<file path="config.mk">
export PLATFORM = sky130hd
export DESIGN_NAME = ars_top
export DESIGN_NICKNAME = d
export VERILOG_FILES = /design/src/logic/ars_pkg.sv /design/src/logic/ars_sync.sv /design/src/logic/ars_top.sv
export SDC_FILE = /design/constraint.sdc
export NUM_CORES = 1
export LEC_CHECK = 0
export ABC_AREA = 1
export BUFFER_PORTS_ARGS = -buffer_cell sky130_fd_sc_hd__buf_2
export CAP_MARGIN = 20
export CELL_PAD_IN_SITES_DETAIL_PLACEMENT = 1
export CELL_PAD_IN_SITES_GLOBAL_PLACEMENT = 1
export CORE_MARGIN = 2
export CORE_UTILIZATION = 44
export CTS_CLUSTER_SIZE = 20
export DETAILED_ROUTE_END_ITERATION = 10
export PLACE_DENSITY_LB_ADDON = 0.1
export SKIP_LAST_GASP = 1
export SYNTH_ARGS = -nofsm -noshare
export SYNTH_HDL_FRONTEND = slang
export SYNTH_SLANG_ARGS = --single-unit
export TNS_END_PERCENT = 10
</file>
<file path="constraint.sdc">
create_clock -name aclk -period 7.9 [get_ports aclk]
set_input_delay 1.185 -clock aclk [delete_from_list [all_inputs] [get_ports aclk]]
set_output_delay 1.185 -clock aclk [all_outputs]
set_load 0.01 [all_outputs]
</file>
<file path="src/logic/ars_pkg.sv">
// How it works
// - oversampling code 000 means none, 001..111 give ratios 2 through 128
// - every result leaves as a 16-bit twos-complement word in all ranges
// - one code step is the full-scale span over 65,536, e.g. 305 uV
// - reference strap high powers the band-gap, low powers it down; buffer always on
// - reference strap is taken at full reset release, later changes ignored
// - reset pin is accepted at any moment, independent of conversion activity
// - length of the reset low time picks partial or full reset
// - partial reset reinitialises internals, keeps software settings and strap snapshots
// - full reset returns every setting to its default
// - reset during a conversion aborts it and marks the data invalid
// - reset during a data read clears all output data registers to zero
// - hardware mode with sequencer strap high at full reset enables the sequencer
// - range straps taken at full reset pick software or hardware mode and range
// - range code 00 software, 01 2.5 V, 10 5 V, 11 10 V bipolar
// - interface strap low gives parallel, high gives serial or byte
// - byte-or-serial strap taken at full reset: high byte, low serial
// - dual-function data pins are assigned from the captured range straps
package ars_pkg;

  localparam int CLK_MHZ = 100;
  // reset length thresholds, in ns
  localparam int PARTIAL_MIN_NS = 50;
  localparam int FULL_MIN_NS = 1200;
  localparam int PARTIAL_MIN_CYC = (PARTIAL_MIN_NS * CLK_MHZ + 999) / 1000;
  localparam int FULL_MIN_CYC = (FULL_MIN_NS * CLK_MHZ + 999) / 1000;
  // one conversion of the core, in ns
  localparam int CONV_NS = 1000;
  localparam int CONV_CYC = (CONV_NS * CLK_MHZ + 999) / 1000;
  localparam int RST_CNT_W = 12;
  localparam int BUSY_CNT_W = 16;

  // register byte offsets
  localparam logic [3:0] CTRL_OFS = 4'h0;
  localparam logic [3:0] RANGE_OFS = 4'h4;
  localparam logic [3:0] STATUS_OFS = 4'h8;
  localparam logic [3:0] RESULT_OFS = 4'hC;

  // control fields and default
  localparam int CTRL_OS_LSB = 0;
  localparam int CTRL_BURST_BIT = 3;
  localparam int CTRL_SEQ_LSB = 4;
  localparam logic [31:0] CTRL_RESET = 32'h0000_0070;
  // per-channel range, two bits per channel, default 10 V everywhere
  localparam logic [31:0] RANGE_RESET = 32'hFFFF_FFFF;

  // range codes and code step in microvolts
  localparam logic [1:0] RANGE_SW = 2'h0;
  localparam logic [1:0] RANGE_2V5 = 2'h1;
  localparam logic [1:0] RANGE_5V = 2'h2;
  localparam logic [1:0] RANGE_10V = 2'h3;
  localparam logic [9:0] LSB_2V5_UV = 10'd76;
  localparam logic [9:0] LSB_5V_UV = 10'd152;
  localparam logic [9:0] LSB_10V_UV = 10'd305;
  localparam logic [15:0] SIGN_FLIP = 16'h8000;

  localparam logic [1:0] RESP_OKAY = 2'h0;
  localparam logic [1:0] RESP_SLVERR = 2'h2;

  typedef enum logic [1:0] {ARS_IF_PARALLEL, ARS_IF_SERIAL, ARS_IF_BYTE} ars_if_t;
  typedef enum logic [2:0] {
    ARS_PIN_SW_PAR, ARS_PIN_HW_PAR, ARS_PIN_SW_BYTE, ARS_PIN_HW_BYTE, ARS_PIN_SERIAL
  } ars_pin_t;
  typedef enum logic [1:0] {ARS_RK_NONE, ARS_RK_PARTIAL, ARS_RK_FULL} ars_rkind_t;

  // strap snapshot taken at full reset release
  typedef struct packed {
    logic ref_sel;
    logic seq_en;
    logic [1:0] hw_range;
    logic if_sel;
    logic byte_ser;
  } ars_strap_t;
  localparam ars_strap_t STRAP_RESET = '0;

  // derived device configuration
  typedef struct packed {
    logic bandgap_en;
    logic ref_buf_en;
    logic sw_mode;
    logic seq_active;
    ars_if_t iface;
    ars_pin_t pin_func;
    logic [7:0] os_ratio;
    logic [9:0] lsb_uv;
  } ars_cfg_t;

endpackage : ars_pkg

</file>
<file path="src/logic/ars_sync.sv">
`timescale 1ns/1ps
// two-stage synchroniser for pins from outside the clock domain
module ars_sync #(
  parameter int W = 1
) (
  input wire logic aclk,
  input wire logic aresetn,
  input wire logic [W-1:0] d,
  output logic [W-1:0] q
);
  logic [W-1:0] meta_reg;

  // first stage feeds only the second
  always_ff @(posedge aclk) begin
    if (!aresetn) begin
      meta_reg <= '0;
      q <= '0;
    end else begin
      meta_reg <= d;
      q <= meta_reg;
    end
  end
endmodule : ars_sync

</file>
<file path="src/logic/ars_top.sv">
// The register offsets and the AXI4-Lite register port were chosen for this implementation.
`timescale 1ns/1ps
module ars_top (
  input wire logic aclk,
  input wire logic aresetn,
  // axi4-lite slave
  input wire logic [3:0] s_axi_awaddr,
  input wire logic s_axi_awvalid,
  output logic s_axi_awready,
  input wire logic [31:0] s_axi_wdata,
  input wire logic [3:0] s_axi_wstrb,
  input wire logic s_axi_wvalid,
  output logic s_axi_wready,
  output logic [1:0] s_axi_bresp,
  output logic s_axi_bvalid,
  input wire logic s_axi_bready,
  input wire logic [3:0] s_axi_araddr,
  input wire logic s_axi_arvalid,
  output logic s_axi_arready,
  output logic [31:0] s_axi_rdata,
  output logic [1:0] s_axi_rresp,
  output logic s_axi_rvalid,
  input wire logic s_axi_rready,
  // device pins
  input wire logic device_reset_n,
  input wire logic conversion_trigger,
  input wire logic reference_select_strap,
  input wire logic sequencer_enable_strap,
  input wire logic [1:0] hardware_range_strap,
  input wire logic interface_select_strap,
  input wire logic byte_or_serial_strap,
  input wire logic [2:0] oversampling_ratio_code,
  // converter core samples, offset binary, same clock
  input wire logic [15:0] core_sample_a,
  input wire logic [15:0] core_sample_b,
  // outputs
  output ars_pkg::ars_strap_t strap_snapshot,
  output ars_pkg::ars_cfg_t device_cfg,
  output ars_pkg::ars_rkind_t last_reset_kind,
  output logic in_reset,
  output logic conv_busy,
  output logic [2:0] channel_pair,
  output logic [15:0] result_a,
  output logic [15:0] result_b,
  output logic result_valid
);
  import ars_pkg::*;

  // oversampling decode: 000 off, else 2^code
  function automatic logic [7:0] os_ratio_of(input logic [2:0] code);
    logic [7:0] r;
    r = 8'h01;
    if (code != 3'h0) begin
      r = 8'h01 << code;
    end
    return r;
  endfunction : os_ratio_of

  // code step in uV for a range code, span / 65536
  function automatic logic [9:0] lsb_of(input logic [1:0] rc);
    logic [9:0] v;
    case (rc)
      RANGE_2V5: v = LSB_2V5_UV;
      RANGE_5V: v = LSB_5V_UV;
      default: v = LSB_10V_UV;
    endcase
    return v;
  endfunction : lsb_of

  // byte-lane merge for register writes
  function automatic logic [31:0] merge(input logic [31:0] old, input logic [31:0] wd,
                                        input logic [3:0] strb);
    logic [31:0] m;
    m = old;
    for (int i = 0; i < 4; i++) begin
      if (strb[i]) begin
        m[i*8 +: 8] = wd[i*8 +: 8];
      end
    end
    return m;
  endfunction : merge

  localparam logic [RST_CNT_W-1:0] PARTIAL_MIN = RST_CNT_W'(PARTIAL_MIN_CYC);
  localparam logic [RST_CNT_W-1:0] FULL_MIN = RST_CNT_W'(FULL_MIN_CYC);
  localparam logic [RST_CNT_W-1:0] RST_CNT_MAX = '1;
  localparam logic [BUSY_CNT_W-1:0] CONV_LEN = BUSY_CNT_W'(CONV_CYC);

  // ---------------- pin synchronisers ----------------
  logic rst_req_s, trig_s;
  logic [5:0] strap_s;
  logic [2:0] os_pin_s;

  // reset pin enters inverted, so the cleared synchroniser reads as released
  ars_sync #(.W(11)) u_sync (
    .aclk(aclk),
    .aresetn(aresetn),
    .d({~device_reset_n, conversion_trigger, reference_select_strap,
        sequencer_enable_strap, hardware_range_strap, interface_select_strap,
        byte_or_serial_strap, oversampling_ratio_code}),
    .q({rst_req_s, trig_s, strap_s, os_pin_s})
  );

  // ---------------- reset length measurement ----------------
  logic rst_prev_reg;
  logic [RST_CNT_W-1:0] low_cnt_reg, low_cnt_next;
  ars_rkind_t rkind_reg;

  // pin is synchronised, so a pulse at any time is seen regardless of activity
  wire rst_low = rst_req_s;
  wire rst_rise = !rst_req_s && rst_prev_reg;
  // saturate so a very long hold still reads as full
  assign low_cnt_next = (low_cnt_reg == RST_CNT_MAX) ? low_cnt_reg : low_cnt_reg + 1'b1;
  // glitches below the partial threshold leave the reset kind unchanged
  wire full_release = rst_rise && (low_cnt_reg >= FULL_MIN);
  wire partial_release = rst_rise && (low_cnt_reg >= PARTIAL_MIN) && !full_release;

  // bus reset acts as power-up; prev starts released so no false rise
  always_ff @(posedge aclk) begin
    if (!aresetn) begin
      rst_prev_reg <= 1'b0;
      low_cnt_reg <= '0;
      rkind_reg <= ARS_RK_NONE;
    end else begin
      rst_prev_reg <= rst_req_s;
      low_cnt_reg <= rst_low ? low_cnt_next : '0;
      if (full_release) begin
        rkind_reg <= ARS_RK_FULL;
      end else if (partial_release) begin
        rkind_reg <= ARS_RK_PARTIAL;
      end
    end
  end

  // ---------------- strap snapshot ----------------
  ars_strap_t strap_reg;
  ars_strap_t strap_live;
  assign strap_live = strap_s;

  // only a full release recaptures; a partial one keeps the old values
  always_ff @(posedge aclk) begin
    if (!aresetn) begin
      strap_reg <= STRAP_RESET;
    end else if (full_release) begin
      strap_reg <= strap_live;
    end
  end

  // ---------------- software registers ----------------
  logic [31:0] ctrl_reg, range_reg;
  logic aw_hold_reg, w_hold_reg;
  logic [3:0] awaddr_reg;
  logic [31:0] wdata_reg;
  logic [3:0] wstrb_reg;
  logic bvalid_reg, rvalid_reg;
  logic [1:0] bresp_reg, rresp_reg;
  logic [31:0] rdata_reg;

  wire aw_take = s_axi_awvalid && s_axi_awready;
  wire w_take = s_axi_wvalid && s_axi_wready;
  wire ar_take = s_axi_arvalid && s_axi_arready;
  wire wr_go = aw_hold_reg && w_hold_reg && !bvalid_reg;
  wire wr_ctrl = wr_go && (awaddr_reg == CTRL_OFS);
  wire wr_range = wr_go && (awaddr_reg == RANGE_OFS);
  wire wr_known = wr_ctrl || wr_range || (awaddr_reg == STATUS_OFS)
                  || (awaddr_reg == RESULT_OFS);

  // address and data are taken independently, one write at a time
  assign s_axi_awready = !aw_hold_reg && !bvalid_reg;
  assign s_axi_wready = !w_hold_reg && !bvalid_reg;
  assign s_axi_arready = !rvalid_reg;
  assign s_axi_bvalid = bvalid_reg;
  assign s_axi_bresp = bresp_reg;
  assign s_axi_rvalid = rvalid_reg;
  assign s_axi_rresp = rresp_reg;
  assign s_axi_rdata = rdata_reg;

  // write channel capture and response
  always_ff @(posedge aclk) begin
    if (!aresetn) begin
      aw_hold_reg <= 1'b0;
      w_hold_reg <= 1'b0;
      awaddr_reg <= '0;
      wdata_reg <= '0;
      wstrb_reg <= '0;
      bvalid_reg <= 1'b0;
      bresp_reg <= RESP_OKAY;
    end else begin
      if (aw_take) begin
        aw_hold_reg <= 1'b1;
        awaddr_reg <= s_axi_awaddr;
      end
      if (w_take) begin
        w_hold_reg <= 1'b1;
        wdata_reg <= s_axi_wdata;
        wstrb_reg <= s_axi_wstrb;
      end
      if (wr_go) begin
        aw_hold_reg <= 1'b0;
        w_hold_reg <= 1'b0;
        bvalid_reg <= 1'b1;
        bresp_reg <= wr_known ? RESP_OKAY : RESP_SLVERR;
      end else if (bvalid_reg && s_axi_bready) begin
        bvalid_reg <= 1'b0;
      end
    end
  end

  // settings survive a partial reset, full release restores defaults
  always_ff @(posedge aclk) begin
    if (!aresetn) begin
      ctrl_reg <= CTRL_RESET;
      range_reg <= RANGE_RESET;
    end else if (full_release) begin
      ctrl_reg <= CTRL_RESET;
      range_reg <= RANGE_RESET;
    end else begin
      if (wr_ctrl) begin
        ctrl_reg <= merge(ctrl_reg, wdata_reg, wstrb_reg);
      end
      if (wr_range) begin
        range_reg <= merge(range_reg, wdata_reg, wstrb_reg);
      end
    end
  end

  // ---------------- derived configuration ----------------
  wire sw_mode = (strap_reg.hw_range == RANGE_SW);
  wire [2:0] os_code = sw_mode ? ctrl_reg[CTRL_OS_LSB +: 3] : os_pin_s;
  wire burst_en = ctrl_reg[CTRL_BURST_BIT];
  wire [2:0] seq_last = ctrl_reg[CTRL_SEQ_LSB +: 3];
  wire seq_active = !sw_mode && strap_reg.seq_en;
  ars_if_t iface;
  ars_pin_t pin_func;
  logic [1:0] chan_range;

  // interface chosen from the interface and byte-or-serial snapshots
  assign iface = !strap_reg.if_sel ? ARS_IF_PARALLEL :
                 (strap_reg.byte_ser ? ARS_IF_BYTE : ARS_IF_SERIAL);
  // data pin roles follow the range snapshot and the interface
  assign pin_func = (iface == ARS_IF_SERIAL) ? ARS_PIN_SERIAL :
                    (iface == ARS_IF_BYTE) ? (sw_mode ? ARS_PIN_SW_BYTE : ARS_PIN_HW_BYTE) :
                    (sw_mode ? ARS_PIN_SW_PAR : ARS_PIN_HW_PAR);
  // software mode reads the per-channel field, 00 there means 10 V
  assign chan_range = sw_mode ? range_reg[{channel_pair, 1'b0} +: 2] : strap_reg.hw_range;

  // config outputs from flops
  always_ff @(posedge aclk) begin
    if (!aresetn) begin
      device_cfg <= '0;
    end else begin
      device_cfg.bandgap_en <= strap_reg.ref_sel;
      device_cfg.ref_buf_en <= 1'b1;
      device_cfg.sw_mode <= sw_mode;
      device_cfg.seq_active <= seq_active;
      device_cfg.iface <= iface;
      device_cfg.pin_func <= pin_func;
      device_cfg.os_ratio <= os_ratio_of(os_code);
      device_cfg.lsb_uv <= lsb_of(chan_range);
    end
  end

  // ---------------- conversion engine ----------------
  logic trig_prev_reg;
  logic busy_reg;
  logic [BUSY_CNT_W-1:0] busy_cnt_reg;
  logic [2:0] pair_reg;
  logic valid_reg;
  logic [15:0] res_a_reg, res_b_reg;
  logic [BUSY_CNT_W-1:0] conv_len;

  wire trig_rise = trig_s && !trig_prev_reg;
  // oversampling stretches the busy time by the ratio
  assign conv_len = BUSY_CNT_W'(CONV_LEN * os_ratio_of(os_code));
  wire conv_done = busy_reg && (busy_cnt_reg == conv_len - 1'b1);
  wire pair_wrap = (pair_reg == seq_last);
  // burst keeps converting until the sequence wraps
  wire burst_more = seq_active && burst_en && !pair_wrap;
  wire start = trig_rise && !busy_reg;

  // reset low aborts, invalidates and zeroes data; settings are untouched
  always_ff @(posedge aclk) begin
    if (!aresetn) begin
      trig_prev_reg <= 1'b0;
      busy_reg <= 1'b0;
      busy_cnt_reg <= '0;
      pair_reg <= '0;
      valid_reg <= 1'b0;
      res_a_reg <= '0;
      res_b_reg <= '0;
    end else if (rst_low) begin
      trig_prev_reg <= trig_s;
      busy_reg <= 1'b0;
      busy_cnt_reg <= '0;
      pair_reg <= '0;
      valid_reg <= 1'b0;
      res_a_reg <= '0;
      res_b_reg <= '0;
    end else begin
      trig_prev_reg <= trig_s;
      if (start) begin
        busy_reg <= 1'b1;
        busy_cnt_reg <= '0;
      end else if (conv_done) begin
        busy_reg <= burst_more;
        busy_cnt_reg <= '0;
        // offset binary to twos complement by flipping the sign bit
        res_a_reg <= core_sample_a ^ SIGN_FLIP;
        res_b_reg <= core_sample_b ^ SIGN_FLIP;
        valid_reg <= 1'b1;
        if (seq_active) begin
          pair_reg <= pair_wrap ? 3'h0 : pair_reg + 3'h1;
        end
      end else if (busy_reg) begin
        busy_cnt_reg <= busy_cnt_reg + 1'b1;
      end
    end
  end

  // ---------------- read channel ----------------
  logic [31:0] status_word;
  logic [31:0] rd_word;
  logic rd_known;

  assign status_word = {16'h0000, valid_reg, busy_reg, rst_low, rkind_reg,
                        pair_reg, strap_reg, 2'h0};
  assign rd_known = (s_axi_araddr == CTRL_OFS) || (s_axi_araddr == RANGE_OFS)
                    || (s_axi_araddr == STATUS_OFS) || (s_axi_araddr == RESULT_OFS);
  assign rd_word = (s_axi_araddr == CTRL_OFS) ? ctrl_reg :
                   (s_axi_araddr == RANGE_OFS) ? range_reg :
                   (s_axi_araddr == STATUS_OFS) ? status_word :
                   (s_axi_araddr == RESULT_OFS) ? {res_b_reg, res_a_reg} : 32'h0000_0000;

  // one read at a time, data held until rready
  always_ff @(posedge aclk) begin
    if (!aresetn) begin
      rvalid_reg <= 1'b0;
      rdata_reg <= '0;
      rresp_reg <= RESP_OKAY;
    end else if (ar_take) begin
      rvalid_reg <= 1'b1;
      rdata_reg <= rd_word;
      rresp_reg <= rd_known ? RESP_OKAY : RESP_SLVERR;
    end else if (rvalid_reg && s_axi_rready) begin
      rvalid_reg <= 1'b0;
    end
  end

  // ---------------- outputs ----------------
  assign strap_snapshot = strap_reg;
  assign last_reset_kind = rkind_reg;
  assign in_reset = rst_low;
  assign conv_busy = busy_reg;
  assign channel_pair = pair_reg;
  assign result_a = res_a_reg;
  assign result_b = res_b_reg;
  assign result_valid = valid_reg;

endmodule : ars_top
</file>
==> impl_metrics.env <==
export IMPL_status="completed"
export IMPL_critPathTopFamily="simple AND/OR/NAND/NOR gates"
export IMPL_tightest_slew_ns=0.906
export IMPL_switching_share_pct=24.7
export IMPL_switching_power_w=0.000718
export IMPL_crit_fanout=43
export IMPL_root_buffer="clkbuf_16"
export IMPL_antenna_found_initial=0
export IMPL_clkPwrFrac_pct=45.3
export IMPL_dp_cells=1958
export IMPL_yosys_top_cells_area="dfxtp_1 (46%), nand2_1 (7.8%), o21ai_0 (7.4%), inv_1 (5.7%), a21oi_1 (5.5%)"
export IMPL_maxSlewHeadroom_pct=39.5
export IMPL_initial_core_util_pct=44.9
export IMPL_drv_slew=0
export IMPL_combPwrFrac_pct=7.1
export IMPL_mappedNetlistArea_um2=11300
export IMPL_synth_edff_count=0
export IMPL_setup_worst_path_class="reg -> reg"
export IMPL_path_buf_inv=4
export IMPL_worstSetupStartpoint="strap_snapshot[3]"
export IMPL_stdcell_area_um2=13400
export IMPL_yosys_area_top_type="dfxtp_1"
export IMPL_placed_area_um2=12500
export IMPL_clock_sinks=260
export IMPL_antenna_cells=0
export IMPL_synth_most_common_cell="dfxtp_1"
export IMPL_synth_top_cells_by_count="dfxtp_1 (260), nand2_1 (235), inv_1 (173), o21ai_0 (167), nor2_1 (128)"
export IMPL_drt_pass1_iterations=5
export IMPL_final_nets=1789
export IMPL_skew_ns=0.0156
export IMPL_postCtsSetupBuffers=0
export IMPL_ys_seq_area_share_pct=45.9
export IMPL_grt_pass1_vias=10900
export IMPL_cts_tree="yes"
export IMPL_critical_path_required_ns=8.35
export IMPL_grt_pass1_wl_mm=58.9
export IMPL_cts_resized=0
export IMPL_core_area_um2=25300
export IMPL_synthArstFlopShare_pct=0
export IMPL_critical_path_max_stage_delay_ns=0.55
export IMPL_crit_path_top_delay_cell="nand3_1"
export IMPL_cp_arrival_ns=5.47
export IMPL_ctsHoldBuffers=0
export IMPL_p_leak_nw=6.01
export IMPL_io_buffers=203
export IMPL_place_hpwl_mm=27.2
export IMPL_wl_per_cell_um=18.6
export IMPL_p_int_w=0.00219
export IMPL_setup_violations=0
export IMPL_clock_fmax_mhz=199
export IMPL_start_kind="flip-flop"
export IMPL_clk_pin_slew_worst_paths_ns=0.06
export IMPL_rsz0062_at_grt="false"
export IMPL_drtIter0Drc=609
export IMPL_period_share_pct=63.6
export IMPL_grt_use_total_pct=27.5
export IMPL_cts_max_level=1
export IMPL_min_delay_start="u_sync.meta_reg[3]"
export IMPL_antenna_left=0
export IMPL_grt_remaining_overflow=0
export IMPL_top_level_ports=208
export IMPL_clockBufferDepth=3
export IMPL_placementRows=58
export IMPL_grt_max_degree=80
export IMPL_hold_violations=0
export IMPL_ys_ff_latch=260
export IMPL_finalPower_w=0.00291
export IMPL_ir_drop_mv=0.177
export IMPL_finalCriticalPeriod_ns=5.02
export IMPL_dieArea_um2=27100
export IMPL_via_per_inst=5.36
export IMPL_path_common_cell="nand2_1"
export IMPL_place_congestion=0.873
export IMPL_synthCells=1493
export IMPL_drive_gt1_share_pct=17.5
export IMPL_wl_mm=37.4
export IMPL_p_seq_share_pct=47.5
export IMPL_p_per_area_nw_per_um2=216
export IMPL_syn_area_per_cell_um2=7.60
export IMPL_drc=0
export IMPL_dominantRegCellSynth="dfxtp_1"
export IMPL_area_growth_synth_to_final_pct=18.5
export IMPL_clk_latency_ns=0.55
export IMPL_yosysTopAreaCellShare_pct=45.9
export IMPL_final_setup_tns_ns=0
export IMPL_maxCapViolCount=0
export IMPL_routed_via_count=10800
export IMPL_hold_class="reg -> reg"
export IMPL_cts_buffers=29
export IMPL_worstSetupEndpointType="flip-flop"
export IMPL_fin_util_pct=53.2
export IMPL_instances_no_fill=2012
export IMPL_die_y_um=165
export IMPL_die_width_um=165
export IMPL_r2r_start="strap_snapshot[3]"
export IMPL_yosys_warnings=0
export IMPL_synth_cell_types=43
[path summary, 6_finish.rpt]
kind         depth (start not counted)  slack (ns)         endpoint
max reg2reg                         26        2.88  busy_cnt_reg[0]
max                                 26        2.88  busy_cnt_reg[0]
min                                  2        0.42      u_sync.q[3]
min reg2reg                          2        0.42      u_sync.q[3]
[cell usage in the layout, fill, tap and decap left out, types with 14 or more instances in the layout]
master,n
nand2_1,234
ha_1,33
buf_2,202
a31oi_1,17
inv_1,172
nor2_1,126
o21ai_0,167
nor3_1,19
o211ai_1,16
a21oi_1,125
dfxtp_1,260
clkbuf_16,29
a41oi_1,18
xor2_1,14
nand3_1,111
[routing by layer]
metal	share of wire, %	vias up	GRT usage [%]
met5	0	-	0
met4	2.8	0	8.97
met3	4.5	59	3.54
met2	47	253	46.5
met1	45	5214	36.4
li1	-	5266	-
[layout make-up]
type                       instances  area (um2)
clock buffer                      42         835
tap                              330         413
multi-input combinational        977        5130
inverter                         179         672
fill                            3261       11800
timing repair buffer             212        1090
sequential                       260        5200
clock inverter                    12         103
[power groups by stage]
stage,combinational [W],clock [W],sequential (W)
2_1_floorplan,0.000120,0,0.00141
3_3_place_gp,0.000201,0,0.00141
3_5_place_dp,0.000206,0,0.00141
4_1_cts,0.000208,0.00134,0.00138
5_1_grt,0.000232,0.00140,0.00139
6_report,0.000207,0.00132,0.00138
[tightest hold or removal path: cells and delay by family (launching register included)]
family / cells / cell delay [ns]
buffers and inverters: 1 / 0.04
and+or+nand+nor: 1 / 0.05
DFF: 1 / 0.30
[cells by family after synthesis]
group | count (synthesis) | synth area share, %
adder cells (fa/ha/maj) | 36 | 4.17
AO/OA/AOI/OAI | 364 | 17.7
flip-flops | 260 | 45.9
AND/OR/NAND/NOR | 548 | 21.2
XOR/XNOR | 23 | 1.78
other | 2 | 0.0662
buffers and inverters | 260 | 9.18
[through the flow]
step,setup slack [ns],hold WS [ns]
floorplan,3.73,0.390
global placement,3.07,0.394
detailed placement,2.86,0.406
CTS,2.84,0.421
global route,2.28,0.440
finish,2.88,0.419
No activity file was read; power rests on OpenSTA's default activity.
